File: config.mk
export PLATFORM = sky130hd
export DESIGN_NAME = fault_report_and_sense_cal
export DESIGN_NICKNAME = d
export VERILOG_FILES = /design/src/fr_pkg.sv /design/src/fault_report_and_sense_cal.sv /design/src/cal_seq.sv /design/src/fault_pin_pin_gen.sv
export SDC_FILE = /design/constraint.sdc
export NUM_CORES = 1
export LEC_CHECK = 0
export BUFFER_PORTS_ARGS = -buffer_cell sky130_fd_sc_hd__buf_2
export CORE_MARGIN = 2
export CORE_UTILIZATION = 25
export CTS_CLUSTER_SIZE = 8
export DETAILED_ROUTE_END_ITERATION = 7
export PLACE_DENSITY = 0.41
export SYNTH_ARGS = -nofsm -noshare
export SYNTH_HDL_FRONTEND = slang
export SYNTH_SLANG_ARGS = --single-unit
File: constraint.sdc
create_clock -name pclk -period 5.2 [get_ports pclk]
set_input_delay 0.26 -clock pclk [delete_from_list [all_inputs] [get_ports pclk]]
set_output_delay 0.26 -clock pclk [all_outputs]
set_load 0.02 [all_outputs]
File: src/fr_pkg.sv
// Shared constants, register map and decode functions for the
// fault report and sense calibration block.
// Assumes one 125 MHz clock and an APB master in that domain.
package fr_pkg;
  // Register byte offsets
  localparam logic [7:0] CTRL_OFF = 8'h00;
  localparam logic [7:0] STAT_OFF = 8'h04;
  localparam logic [7:0] FAULT_PIN_OFF = 8'h08;
  localparam logic [7:0] MASK_OFF = 8'h0C;
  localparam logic [7:0] ISTS_OFF = 8'h10;
  localparam logic [7:0] IMSK_OFF = 8'h14;
  // Control register fields
  localparam int GAIN_LSB = 0;
  localparam int OFFS_LSB = 3;
  localparam int OSO_BIT = 7;
  localparam int CAL_BIT = 8;
  localparam int PSEL_LSB = 9;
  localparam int DSR_BIT = 11;
  localparam int CTRL_W = 12;
  localparam logic [11:0] CTRL_RST = 12'h000;
  // Fault vector: chip, monitor, bridge groups
  localparam int NFAULT = 21;
  localparam int NSTAT = 11;
  localparam int NDIAG = 10;
  localparam int F_POR = 0;
  localparam int F_SE = 2;
  localparam int F_EE = 3;
  localparam int FF_BIT = 15;
  localparam logic [20:0] FAULT_RST = 21'h000001;
  localparam logic [20:0] MASKABLE = 21'h1FFFF0;
  localparam logic [20:0] RDCLR_OK = 21'h1FFFF7;
  // Interrupt status bits
  localparam int NIRQ = 3;
  localparam int IRQ_CAL = 0;
  localparam int IRQ_SE = 1;
  localparam int IRQ_FLT = 2;
  // Fault pin modes
  localparam logic [1:0] FP_GEN0 = 2'h0;
  localparam logic [1:0] FP_PULSE = 2'h1;
  localparam logic [1:0] FP_GEN2 = 2'h2;
  localparam logic [1:0] FP_CLOCK = 2'h3;
  // Timing
  localparam int CLK_KHZ = 125000;
  localparam int PULSE_PERIOD_MS = 100;
  localparam int PULSE_PERIOD_CYC = PULSE_PERIOD_MS * CLK_KHZ;
  localparam int DUTY_FAULT_PCT = 20;
  localparam int DUTY_OK_PCT = 80;
  localparam int CAL_TIME_US = 100;
  localparam int CAL_CYC = CAL_TIME_US * (CLK_KHZ / 1000);
  localparam int CLKDIV_HALF = 4;
  localparam logic [4:0] FRAME_EDGES = 5'h10;

  typedef enum logic [1:0] {CAL_IDLE, CAL_ARMED, CAL_RUN} cal_state_t;

  // Gain code to amplifier gain
  function automatic logic [5:0] gain_of(input logic [2:0] c);
    gain_of = (c == 3'h7) ? 6'h32 : 6'(6'h0A + 6'(c) * 6'h05);
  endfunction : gain_of

  // Offset code to output offset in millivolts
  function automatic logic [11:0] offset_mv(input logic [3:0] c);
    case (c)
      4'h0, 4'h1: offset_mv = 12'h000;
      4'h2, 4'h3: offset_mv = 12'h064;
      4'h4: offset_mv = 12'h0C8;
      4'h5: offset_mv = 12'h12C;
      4'h6: offset_mv = 12'h190;
      4'h7: offset_mv = 12'h1F4;
      4'h8: offset_mv = 12'h2EE;
      4'h9: offset_mv = 12'h3E8;
      4'hA: offset_mv = 12'h4E2;
      4'hB: offset_mv = 12'h5DC;
      4'hC: offset_mv = 12'h672;
      4'hD: offset_mv = 12'h7D0;
      4'hE: offset_mv = 12'h8CA;
      default: offset_mv = 12'h9C4;
    endcase
  endfunction : offset_mv
endpackage : fr_pkg

File: src/fault_report_and_sense_cal.sv
// Top of the fault report and sense calibration block: APB registers,
// latched faults with clear-on-read, sense amp settings, fault pin.
// Assumes APB master on pclk; frame strobe and fault detectors are
// asynchronous; frame edge count and parity come from the serial
// framer on pclk and hold until the next frame.
`timescale 1ns/1ps
// Contract
// RL1 - Gain code 0..6 gives 10..40, 7 gives 50
// RL2 - Offset code maps to 0 mV up to 2.5 V
// RL3 - Calibrate only on trigger written 0 to 1
// RL4 - Controller clears offset-only, keeps inputs equal
// RL5 - Start at strobe rise, end within cal time
// RL6 - Offset-only select picks offset or signal
// RL7 - Status bit 15 shows any latched fault
// RL8 - Fault flag readable once strobe goes low
// RL9 - Faults latch, clear on read unless suppressed; F_EE bit 3 never clears on read
// RL10 - Non-critical faults are maskable, then ignored
// RL11 - Separate chip, monitor and bridge fault bits
// RL12 - Pin select: general, pulsed, general, clock
// RL13 - General mode: low while fault or disabled
// RL14 - Pulsed mode: 100 ms period, 20/80% duty
// RL15 - Fault pin is open drain only
// RL16 - Bad frame cancels transfer, sets serial error
// RL17 - Clock mode divides internal clock by fixed ratio
module fault_report_and_sense_cal
  import fr_pkg::*;
#(
  parameter int PERIOD_CYCLES = PULSE_PERIOD_CYC,
  parameter int CAL_CYCLES = CAL_CYC
) (
  input wire logic pclk,
  input wire logic presetn,
  input wire logic [7:0] paddr,
  input wire logic psel,
  input wire logic penable,
  input wire logic pwrite,
  input wire logic [31:0] pwdata,
  output logic pready,
  output logic [31:0] prdata,
  output logic pslverr,
  input wire logic frame_strobe_n,
  input wire logic [4:0] frame_edge_cnt,
  input wire logic frame_parity_odd,
  input wire logic nvm_save_busy,
  input wire logic [20:0] fault_raw,
  input wire logic outputs_fault_off,
  output logic [5:0] amp_gain,
  output logic [11:0] output_offset_mv,
  output logic offset_only_select,
  output logic cal_active,
  output logic any_fault_serial_bit,
  output logic fault_pin_o,
  output logic fault_pin_oe,
  output logic irq
);
  logic [CTRL_W-1:0] ctrl_r;
  logic [NFAULT-1:0] fault_r;
  logic [NFAULT-1:0] fault_nxt;
  logic [NFAULT-1:0] mask_r;
  logic [NIRQ-1:0] ists_r;
  logic [NIRQ-1:0] imsk_r;
  logic [NIRQ-1:0] ists_nxt;
  logic [NFAULT-1:0] raw_m_r;
  logic [NFAULT-1:0] raw_s_r;
  logic [1:0] stb_sync_r;
  logic stb_d_r;
  logic strobe_rise;
  logic frame_ok;
  logic setup_ph;
  logic acc_ph;
  logic wr_done;
  logic rd_done;
  logic cal_arm;
  logic cal_run;
  logic cal_done;
  logic cal_cancel;
  logic pull_low;
  logic fault_present;
  logic [NFAULT-1:0] fault_set;
  logic [NFAULT-1:0] rd_clr;
  logic [31:0] rd_mux;
  logic addr_ok;

  // Synchronisers for frame strobe and raw fault detectors
  always_ff @(posedge pclk or negedge presetn) begin
    if (!presetn) begin
      stb_sync_r <= 2'h3;
      stb_d_r <= 1'b1;
      raw_m_r <= '0;
      raw_s_r <= '0;
    end else begin
      stb_sync_r <= {stb_sync_r[0], frame_strobe_n};
      stb_d_r <= stb_sync_r[1];
      raw_m_r <= fault_raw;
      raw_s_r <= raw_m_r;
    end
  end

  assign strobe_rise = stb_sync_r[1] && !stb_d_r;
  // RL16 frame validity check
  assign frame_ok = (frame_edge_cnt == FRAME_EDGES) && frame_parity_odd && !nvm_save_busy;

  // APB phase decode
  assign setup_ph = psel && !penable;
  assign acc_ph = psel && penable && pready;
  assign wr_done = acc_ph && pwrite;
  assign rd_done = acc_ph && !pwrite;

  function automatic logic is_mapped(input logic [7:0] a);
    is_mapped = (a == CTRL_OFF) || (a == STAT_OFF) || (a == FAULT_PIN_OFF) ||
                (a == MASK_OFF) || (a == ISTS_OFF) || (a == IMSK_OFF);
  endfunction : is_mapped

  assign addr_ok = is_mapped(paddr);

  // Read data mux
  always_comb begin
    rd_mux = 32'h0000_0000;
    case (paddr)
      CTRL_OFF: rd_mux[CTRL_W-1:0] = ctrl_r;
      // RL7 common flag in status bit 15
      STAT_OFF: rd_mux = {16'h0000, |fault_r, 4'h0, fault_r[NSTAT-1:0]};
      FAULT_PIN_OFF: rd_mux[NDIAG-1:0] = fault_r[NFAULT-1:NSTAT];
      MASK_OFF: rd_mux[NFAULT-1:0] = mask_r;
      ISTS_OFF: rd_mux[NIRQ-1:0] = ists_r;
      IMSK_OFF: rd_mux[NIRQ-1:0] = imsk_r;
      default: rd_mux = 32'h0000_0000;
    endcase
  end

  // APB answer: one wait-free access phase, data captured in setup
  always_ff @(posedge pclk or negedge presetn) begin
    if (!presetn) begin
      pready <= 1'b0;
      prdata <= 32'h0000_0000;
      pslverr <= 1'b0;
    end else begin
      pready <= setup_ph;
      if (setup_ph) prdata <= pwrite ? 32'h0000_0000 : rd_mux;
      pslverr <= setup_ph && !addr_ok;
    end
  end

  // RL3 arm only on a 0 to 1 write of the trigger
  assign cal_arm = wr_done && (paddr == CTRL_OFF) && pwdata[CAL_BIT] && !ctrl_r[CAL_BIT];

  // Control, mask and interrupt mask registers
  always_ff @(posedge pclk or negedge presetn) begin
    if (!presetn) begin
      ctrl_r <= CTRL_RST;
      mask_r <= '0;
      imsk_r <= '0;
    end else if (wr_done) begin
      if (paddr == CTRL_OFF) ctrl_r <= pwdata[CTRL_W-1:0];
      // RL10 chip-level faults cannot be masked
      if (paddr == MASK_OFF) mask_r <= pwdata[NFAULT-1:0] & MASKABLE;
      if (paddr == IMSK_OFF) imsk_r <= pwdata[NIRQ-1:0];
    end
  end

  // RL10 masked faults neither latch nor drive the pin
  assign fault_set = (raw_s_r & ~mask_r) | (NFAULT'(cal_cancel) << F_SE);

  // RL9 clear-on-read per register, suppressed by the DSR-style bit
  always_comb begin
    rd_clr = '0;
    if (rd_done && !ctrl_r[DSR_BIT]) begin
      if (paddr == STAT_OFF) rd_clr[NSTAT-1:0] = prdata[NSTAT-1:0];
      if (paddr == FAULT_PIN_OFF) rd_clr[NFAULT-1:NSTAT] = prdata[NDIAG-1:0];
    end
    rd_clr = rd_clr & RDCLR_OK;
  end

  // RL11 one latched bit per detector, set wins over clear
  assign fault_nxt = (fault_r & ~rd_clr) | fault_set;

  // RL9 fault latches
  always_ff @(posedge pclk or negedge presetn) begin
    if (!presetn) begin
      fault_r <= FAULT_RST;
    end else begin
      fault_r <= fault_nxt;
    end
  end

  // Interrupt status: sticky, write one to clear, events win
  assign ists_nxt = {|(fault_set & ~fault_r), cal_cancel, cal_done};

  always_ff @(posedge pclk or negedge presetn) begin
    if (!presetn) begin
      ists_r <= '0;
      irq <= 1'b0;
    end else begin
      if (wr_done && (paddr == ISTS_OFF)) begin
        ists_r <= (ists_r & ~pwdata[NIRQ-1:0]) | ists_nxt;
      end else begin
        ists_r <= ists_r | ists_nxt;
      end
      irq <= |(ists_r & imsk_r);
    end
  end

  // RL5 calibration sequencer started by the frame strobe rise
  cal_seq #(.CAL_CYCLES(CAL_CYCLES)) u_cal (
    .pclk(pclk),
    .presetn(presetn),
    .arm(cal_arm),
    .strobe_rise(strobe_rise),
    .frame_ok(frame_ok),
    .cal_active(cal_run),
    .cal_done(cal_done),
    .cal_cancel(cal_cancel)
  );

  // RL13 fault present or outputs disabled by a latched fault
  assign fault_present = |(raw_s_r & ~mask_r) || outputs_fault_off;

  // RL12 RL14 RL17 pin waveform by mode
  fault_pin_pin_gen #(.PERIOD(PERIOD_CYCLES)) u_pin (
    .pclk(pclk),
    .presetn(presetn),
    .pin_mode(ctrl_r[PSEL_LSB+1:PSEL_LSB]),
    .fault_active(fault_present),
    .pull_low(pull_low)
  );

  // Amplifier settings and serial fault bit
  always_ff @(posedge pclk or negedge presetn) begin
    if (!presetn) begin
      amp_gain <= gain_of(3'h0);
      output_offset_mv <= offset_mv(4'h0);
      offset_only_select <= 1'b0;
      cal_active <= 1'b0;
      any_fault_serial_bit <= 1'b0;
    end else begin
      // RL1 gain decode
      amp_gain <= gain_of(ctrl_r[GAIN_LSB+2:GAIN_LSB]);
      // RL2 offset decode
      output_offset_mv <= offset_mv(ctrl_r[OFFS_LSB+3:OFFS_LSB]);
      // RL6 offset-only select
      offset_only_select <= ctrl_r[OSO_BIT];
      cal_active <= cal_run;
      // RL8 first serial bit while strobe is low
      any_fault_serial_bit <= !stb_sync_r[1] && (|fault_r);
    end
  end

  // RL15 open drain: only pull low or release
  always_ff @(posedge pclk or negedge presetn) begin
    if (!presetn) begin
      fault_pin_o <= 1'b0;
      fault_pin_oe <= 1'b0;
    end else begin
      fault_pin_o <= 1'b0;
      fault_pin_oe <= pull_low;
    end
  end

  // Helper: length of a calibration run
  int cal_len_r;
  always_ff @(posedge pclk or negedge presetn) begin
    if (!presetn) begin
      cal_len_r <= 0;
    end else begin
      cal_len_r <= cal_active ? cal_len_r + 1 : 0;
    end
  end
endmodule : fault_report_and_sense_cal

File: src/cal_seq.sv
// Offset calibration sequencer: arm, start on frame strobe rise, run.
// Assumes strobe_rise is already synchronised to pclk.
`timescale 1ns/1ps
module cal_seq
  import fr_pkg::*;
#(
  parameter int CAL_CYCLES = CAL_CYC
) (
  input wire logic pclk,
  input wire logic presetn,
  input wire logic arm,
  input wire logic strobe_rise,
  input wire logic frame_ok,
  output logic cal_active,
  output logic cal_done,
  output logic cal_cancel
);
  localparam int CW = $clog2(CAL_CYCLES + 1);
  cal_state_t state_r;
  logic [CW-1:0] cnt_r;

  // Sequencer state
  always_ff @(posedge pclk or negedge presetn) begin
    if (!presetn) begin
      state_r <= CAL_IDLE;
    end else begin
      case (state_r)
        CAL_IDLE: if (arm) state_r <= CAL_ARMED;
        CAL_ARMED: if (strobe_rise) state_r <= frame_ok ? CAL_RUN : CAL_IDLE;
        CAL_RUN: if (cnt_r == CW'(CAL_CYCLES - 1)) state_r <= CAL_IDLE;
        default: state_r <= CAL_IDLE;
      endcase
    end
  end

  // Run length counter
  always_ff @(posedge pclk or negedge presetn) begin
    if (!presetn) begin
      cnt_r <= '0;
    end else begin
      cnt_r <= (state_r == CAL_RUN) ? CW'(cnt_r + 1'b1) : '0;
    end
  end

  // Registered outputs
  always_ff @(posedge pclk or negedge presetn) begin
    if (!presetn) begin
      cal_done <= 1'b0;
      cal_cancel <= 1'b0;
    end else begin
      cal_done <= (state_r == CAL_RUN) && (cnt_r == CW'(CAL_CYCLES - 1));
      cal_cancel <= (state_r == CAL_ARMED) && strobe_rise && !frame_ok;
    end
  end

  assign cal_active = (state_r == CAL_RUN);
endmodule : cal_seq

File: src/fault_pin_pin_gen.sv
// Fault pin waveform: general flag, pulsed flag or divided clock.
// Assumes fault_active is a pclk-domain level.
`timescale 1ns/1ps
module fault_pin_pin_gen
  import fr_pkg::*;
#(
  parameter int PERIOD = PULSE_PERIOD_CYC
) (
  input wire logic pclk,
  input wire logic presetn,
  input wire logic [1:0] pin_mode,
  input wire logic fault_active,
  output logic pull_low
);
  localparam int CW = $clog2(PERIOD + 1);
  localparam int HI_FLT = PERIOD / 100 * DUTY_FAULT_PCT;
  localparam int HI_OK = PERIOD / 100 * DUTY_OK_PCT;
  logic [CW-1:0] per_r;
  logic [2:0] div_r;
  logic clk_lvl_r;
  logic hi_now;

  // Pulse period counter and fixed clock divider
  always_ff @(posedge pclk or negedge presetn) begin
    if (!presetn) begin
      per_r <= '0;
      div_r <= 3'h0;
      clk_lvl_r <= 1'b1;
    end else begin
      per_r <= (per_r == CW'(PERIOD - 1)) ? '0 : CW'(per_r + 1'b1);
      div_r <= (div_r == 3'(CLKDIV_HALF - 1)) ? 3'h0 : 3'(div_r + 1'b1);
      if (div_r == 3'(CLKDIV_HALF - 1)) clk_lvl_r <= !clk_lvl_r;
    end
  end

  assign hi_now = fault_active ? (per_r < CW'(HI_FLT)) : (per_r < CW'(HI_OK));

  // Pin pull-down select
  always_ff @(posedge pclk or negedge presetn) begin
    if (!presetn) begin
      pull_low <= 1'b0;
    end else begin
      case (pin_mode)
        FP_PULSE: pull_low <= !hi_now;
        FP_CLOCK: pull_low <= !clk_lvl_r;
        default: pull_low <= fault_active;
      endcase
    end
  end
endmodule : fault_pin_pin_gen

## Word-level counts from Yosys, hierarchy flattened

Memories as Yosys holds them, arrays and structs flattened. A register that Yosys moved wholly into a read port is not among the register bits.
Index checks and enable logic that the tools add are counted.
W data, S select, Z words.

- Logic and storage cells: 131
- Output and inout port bits: 58
- Flip-flop bits (word level): 205
- ROM bits: 176
- Memories: 1
- Input port bits: 75

- Order comparisons: 2
- Add/subtract/negate cells: 4
- Reduce and logical (&&, ||, !) cells: 46
- Equal/unequal tests: 17
- Muxes and demuxes: 20
- Multipliers: 1
- Bitwise logic cells: 13

Memory list:

| memory | words | width | rd ports | clocked after memory_dff | write ports | line | RTL |
|---|---|---|---|---|---|---|---|
| (no name shown) | 16 | 11 | 1 | 1 | 0 | fr_pkg.sv:62 | `case (c)` |

Operators with widths:

| kind | number |
|---|---|
| $and A21 B21 Y21 | 3 |
| $not A21 Y21 | 3 |
| $reduce_or A21 Y1 | 3 |
| $mux W21 | 2 |
| $pmux W7 S4 | 1 |
| $add A24 B1 Y24 const B | 1 |
| $eq A24 B24 Y1 const B | 1 |
| $lt A24 B22 Y1 const B | 1 |
| $lt A24 B24 Y1 const B | 1 |
| $mux W24 | 1 |
| $or A21 B21 Y21 | 1 |
| $or A21 B3 Y21 | 1 |
| $logic_and A1 B1 Y1 | 18 |
| $pmux W9 S2 | 1 |
| $eq A8 B4 Y1 const B | 2 |
| $eq A8 B5 Y1 const B | 2 |
| $pmux W3 S5 | 1 |
| $add A14 B1 Y14 const B | 1 |
| $eq A14 B14 Y1 const B | 1 |
| $mux W14 | 1 |
| $logic_not A1 Y1 | 12 |
| $pmux W2 S3 | 2 |
| $mux W11 | 1 |
| $mux W10 | 1 |
| 25 further kinds | 41 |

## Depth between registers and ports, before layout

- Depth after elaboration: 8
- Gate-level depth with buffers: 7

## Hierarchy

A second synthesis with hierarchy kept.

- Cell total of the unflattened synthesis: 684
- Area total of the unflattened synthesis: 8,496.9 um^2

Modules (own cells, without submodules):

| module | area an instance (um^2) | sequential area each (um^2) | cells each | times used |
|---|---|---|---|---|
| fault_report_and_sense_cal | 6,029.5 | 3,661.0 | 441 | 1 |
| fault_pin_pin_gen | 1,599.0 | 726.9 | 155 | 1 |
| cal_seq | 868.3 | 450.4 | 88 | 1 |

## Least setup slack after synthesis

No wires, ideal clock.

- Path kind: input -> register
- From: input paddr[1]
- To: register imsk_r[0]
- Setup slack: 3.163 ns
- Arrival: 1.912 ns
- Required time: 5.075 ns
- Library setup time: 0.125 ns
- Stages: 5
- Cell sequence: or4_1 > buf_2 > nor3_1 > and4_1 > mux2_2

- Cells in the longest elaborated chain, start to end: 2

Ends and longest elaborated chain:

| element | line | RTL |
|---|---|---|
| from (decl) | fault_report_and_sense_cal.sv:33 | `input wire logic [7:0] paddr,` |
| $eq A8 B5 Y1 | fault_report_and_sense_cal.sv:157 | `if (paddr == IMSK_OFF) imsk_r <= pwdata[NIRQ-1:0];` |
| $reduce_and A2 Y1 (no source line) | -- |  |
| to (signal assigned) | fault_report_and_sense_cal.sv:157 |  |
| to (decl) | fault_report_and_sense_cal.sv:61 | `logic [NIRQ-1:0] imsk_r;` |

No other way between the ends.
A chain may end at the register's enable or synchronous reset.

## Worst setup path in the final report

- From: input paddr[1]
- To: register u_cal.state_r[0]

- Cells in the longest elaborated chain, start to end: 6

Ends and longest elaborated chain:

| element | line | RTL |
|---|---|---|
| $logic_not A8 Y1 | fault_report_and_sense_cal.sv:145 | `assign cal_arm = wr_done && (paddr == CTRL_OFF) && pwdata[CAL_BIT] && !ctrl_r[CAL_BIT];` |
| $logic_and A1 B1 Y1 (3 in series) | fault_report_and_sense_cal.sv:145 |  |
| $ne A2 B2 Y1 (no source line) | -- |  |
| $reduce_and A3 Y1 (no source line) | -- |  |
| to (signal assigned) | cal_seq.sv:29 | `CAL_ARMED: if (strobe_rise) state_r <= frame_ok ? CAL_RUN : CAL_IDLE;` |
| to (decl) | cal_seq.sv:19 | `cal_state_t state_r;` |

No other way between the ends.

==> impl_results.md <==
- Drt pass-1 iters: 5
- Ys async rst share: 100%
- Vias: roughly 5,500
- Layout cells sized above 1: 25.5%
- Max-slew violations: 0
- Initial Utilization: approximately 25%
- Syn Inst Count: roughly 680
- Int Power: 2.22 mW
- CTS resizes: 0
- Final Hold Violating Endpoints: 0
- CORE AREA: between 30,000 and 40,000 µm²
- Pwr Density: 300 nW/µm²
- Combinational fraction of design power: about 4.8%
- Post-layout min period: between 2000 and 2500 ps
- Final Cycle Share: between 40 and 50%
- Most used DFF post-synth: dfrtp_1
- FMAX: 420 MHz
- Worst Path Arrival: about 2700 ps
- Die area: between 30,000 and 40,000 µm²
- Setup crit end kind: flop
- Max_slew headroom: between 20% and 30%
- Sw frac: between 20 and 30%
- Hold_sp: pwdata[19]
- Final cell count without fillers: roughly 1,300
- H-tree depth: 4
- Die X: ~190 µm
- WL per Instance: roughly 16 µm
- Layout fillers: 3,357
- Max_cap viols: 0
- Leading cell type in the layout, fill and taps excluded: dfrtp_1
- WP data required: between 5000 and 6000 ps
- Site Rows: 66
- Hold crit path type: input port to flop
- Crit path max fanout: 13
- Clock buffer depth: 2
- VDD IR-drop max: 0.197 mV
- Placed cell area: a little over 9000 µm²
- Leak: around 4.7 nW
- Final Skew: 14.3 ps
- Net Switching: roughly 0.8 mW
- Critical R2R Launch: fault_r[17]
- Post-Syn Area: between 8000 and 9000 µm²
- Setup tns final: 0 ps
- Critical Path Source Type: input port
- EDFF count, synth: 0
- 1st-iter DRT viols: roughly 340
- Area contributors post-synth: dfrtp_1 (57%), mux2_2 (4.7%), nand2_1 (3.0%)
- Vias in the first global route: 5,572
- Layout area overhead: 21.9%
- CTS root buffer: clkbuf_16
- Via density per instance: 4.36
- # DRC: 0
- Final setup viols: 0
- Layout Utilization: ~30%
- Clock power frac: roughly 44%
- Commonest non-fill, non-tap cells in the layout: dfrtp_1 (186), buf_2 (107), nand2_1 (65), nor2_1 (45), mux2_2 (34)
- Cells after DPL: approximately 1,200
- First-pass GRT wire length: between 30 and 40 mm
- Detail Placement HPWL: about 14 mm
- Largest net degree at the start of global routing: just over 90
- Yosys reg bits: 193
- RSZ-0062 raised after global routing: false
- Worst setup path start: paddr[1]
- Status: completed
- Num CTS Buffers: 17
- Reg power frac: about half
- CP Class: input port to flop
- Global Route Usage Sum: about an eighth
- GP Congestion: 0.765
- Slew @ Worst Pin: 1090 ps
- Yosys top cell by area: dfrtp_1
- # diodes: 0
- Post-synthesis cell type count: 62
- Register area share after synthesis: 58.8%
- CTS tree: yes
- Mean Syn Cell Area: between 10 and 15 µm²
- Antenna viol nets, final: 0
- Clk_lat worst skew: 440 ps
- CTS Sinks: a little under 200
- Nets: just over 900
- Io pins: around 130
- YS warnings: 0
- Fin area: 10,000 µm²
- Global route overflow: 0
- Number of port buffers: between 100 and 150
- DRT Wirelength: 20.8 mm
- Final Hold Slack: ~44 ps
- Vert. Die Dim: 185 µm
- Post-synth top area share: a little under three fifths
- Initial antenna violation count: 1
- Reg clk slew, reported paths: 90 ps
## registers in the layout (all words and copies together) (netlist names), 2 cells and up
signal / count
stb_sync_r: 2
mask_r: 17
u_cal.cnt_r: 14
raw_m_r: 21
u_cal.state_r: 2
amp_gain: 6
fault_r: 21
output_offset_mv: 11
imsk_r: 3
prdata: 21
ists_r: 3
ctrl_r: 12
raw_s_r: 21
u_pin.div_r: 3
u_pin.per_r: 24
## worst max-delay path: stages
cell,delay [ps]
buf_2,90
or4_1,710
nor4_4,660
nand2_1,110
buf_4,240
or4b_1,510
a21oi_1,150
## routing by layer
metal | wire length, µm | share of wire [%] | up-vias | GRT usage (%)
li1 | - | - | 2665 | -
met5 | 13 | 0.063 | - | 0
met1 | 10600 | 51 | 2720 | 18.9
met3 | 919 | 4.4 | 14 | 2.85
met4 | 185 | 0.89 | 2 | 3.71
met2 | 9060 | 44 | 127 | 18.8
## cells by family (layout without fill, tap and decap cells)
| kind of cell | after synthesis | count (layout) | synth area share (%) |
|---|---|---|---|
| AND/OR/NAND/NOR | 247 | 247 | 16.0 |
| flip-flops | 193 | 193 | 58.8 |
| AO/OA/AOI/OAI | 91 | 91 | 8.32 |
| buffers and inverters | 54 | 185 | 3.26 |
| multiplexers | 45 | 45 | 7.06 |
| XOR/XNOR | 35 | 35 | 3.73 |
| adder cells (fa/ha/maj) | 18 | 18 | 2.74 |
| other | 1 | 13 | 0.0456 |
## layout make-up
| cell class | instances | area [µm²] | area share (%) |
|---|---|---|---|
| repair buffers | 137 | 825 | 8.23 |
| clock inverters | 15 | 158 | 1.57 |
| clock buffers | 17 | 425 | 4.25 |
| multi-input cells | 449 | 3160 | 31.6 |
| flip-flops and latches | 193 | 4840 | 48.3 |
| well taps | 442 | 553 | 5.52 |
| inverters | 16 | 60.1 | 0.599 |
## power by group through the flow
stage / combinational, mW / clock [mW] / sequential [mW]
after global routing: 0.162 / 1.45 / 1.54
after floorplan: 0.0541 / 0 / 1.56
after global placement: 0.135 / 0 / 1.56
after CTS: 0.149 / 1.38 / 1.53
final: 0.144 / 1.33 / 1.53
after detailed placement: 0.135 / 0 / 1.56
## synthesized netlist by cell type (all sizes together), types with 5 or more instances
cell type  instances
o21ai             12
buf               20
mux4               7
nand2             65
mux2              34
and3              11
nand2b            21
clkbuf            18
a21oi             13
nor2              45
and4               7
and2              11
nor3              13
dfrtp            186
xor2              12
nor4              13
a21o               5
dfstp              7
a21bo              9
nand3             21
inv               16
a22o              13
o22ai              6
xnor2             23
a32o               6
nand4             19
ha                18
## worst paths after layout
path                                       end  slack (ps)  cells past startpoint
max                           u_cal.state_r[0]        2820                      7
min                                 mask_r[19]          40                      2
max reg2reg                         prdata[15]        2970                      4
min reg2reg                         raw_s_r[6]         350                      0
max in group asynchronous  output_offset_mv[3]        3490                      3
min in group asynchronous       u_cal.cnt_r[2]         440                      2
## stage by stage
stage	setup WS, ps	total power [mW]
floorplan	3160	1.62
global route	2630	3.15
detailed placement	2320	1.70
finish	2820	3.00
CTS	2800	3.07
global placement	2370	1.70
## timing repair
item                                   CTS  global route
endpoints found under the hold margin  110             0
hold buffers                            23             0
buffers inserted                         0             0
Note: power is estimated with default switching activity, not from simulation.
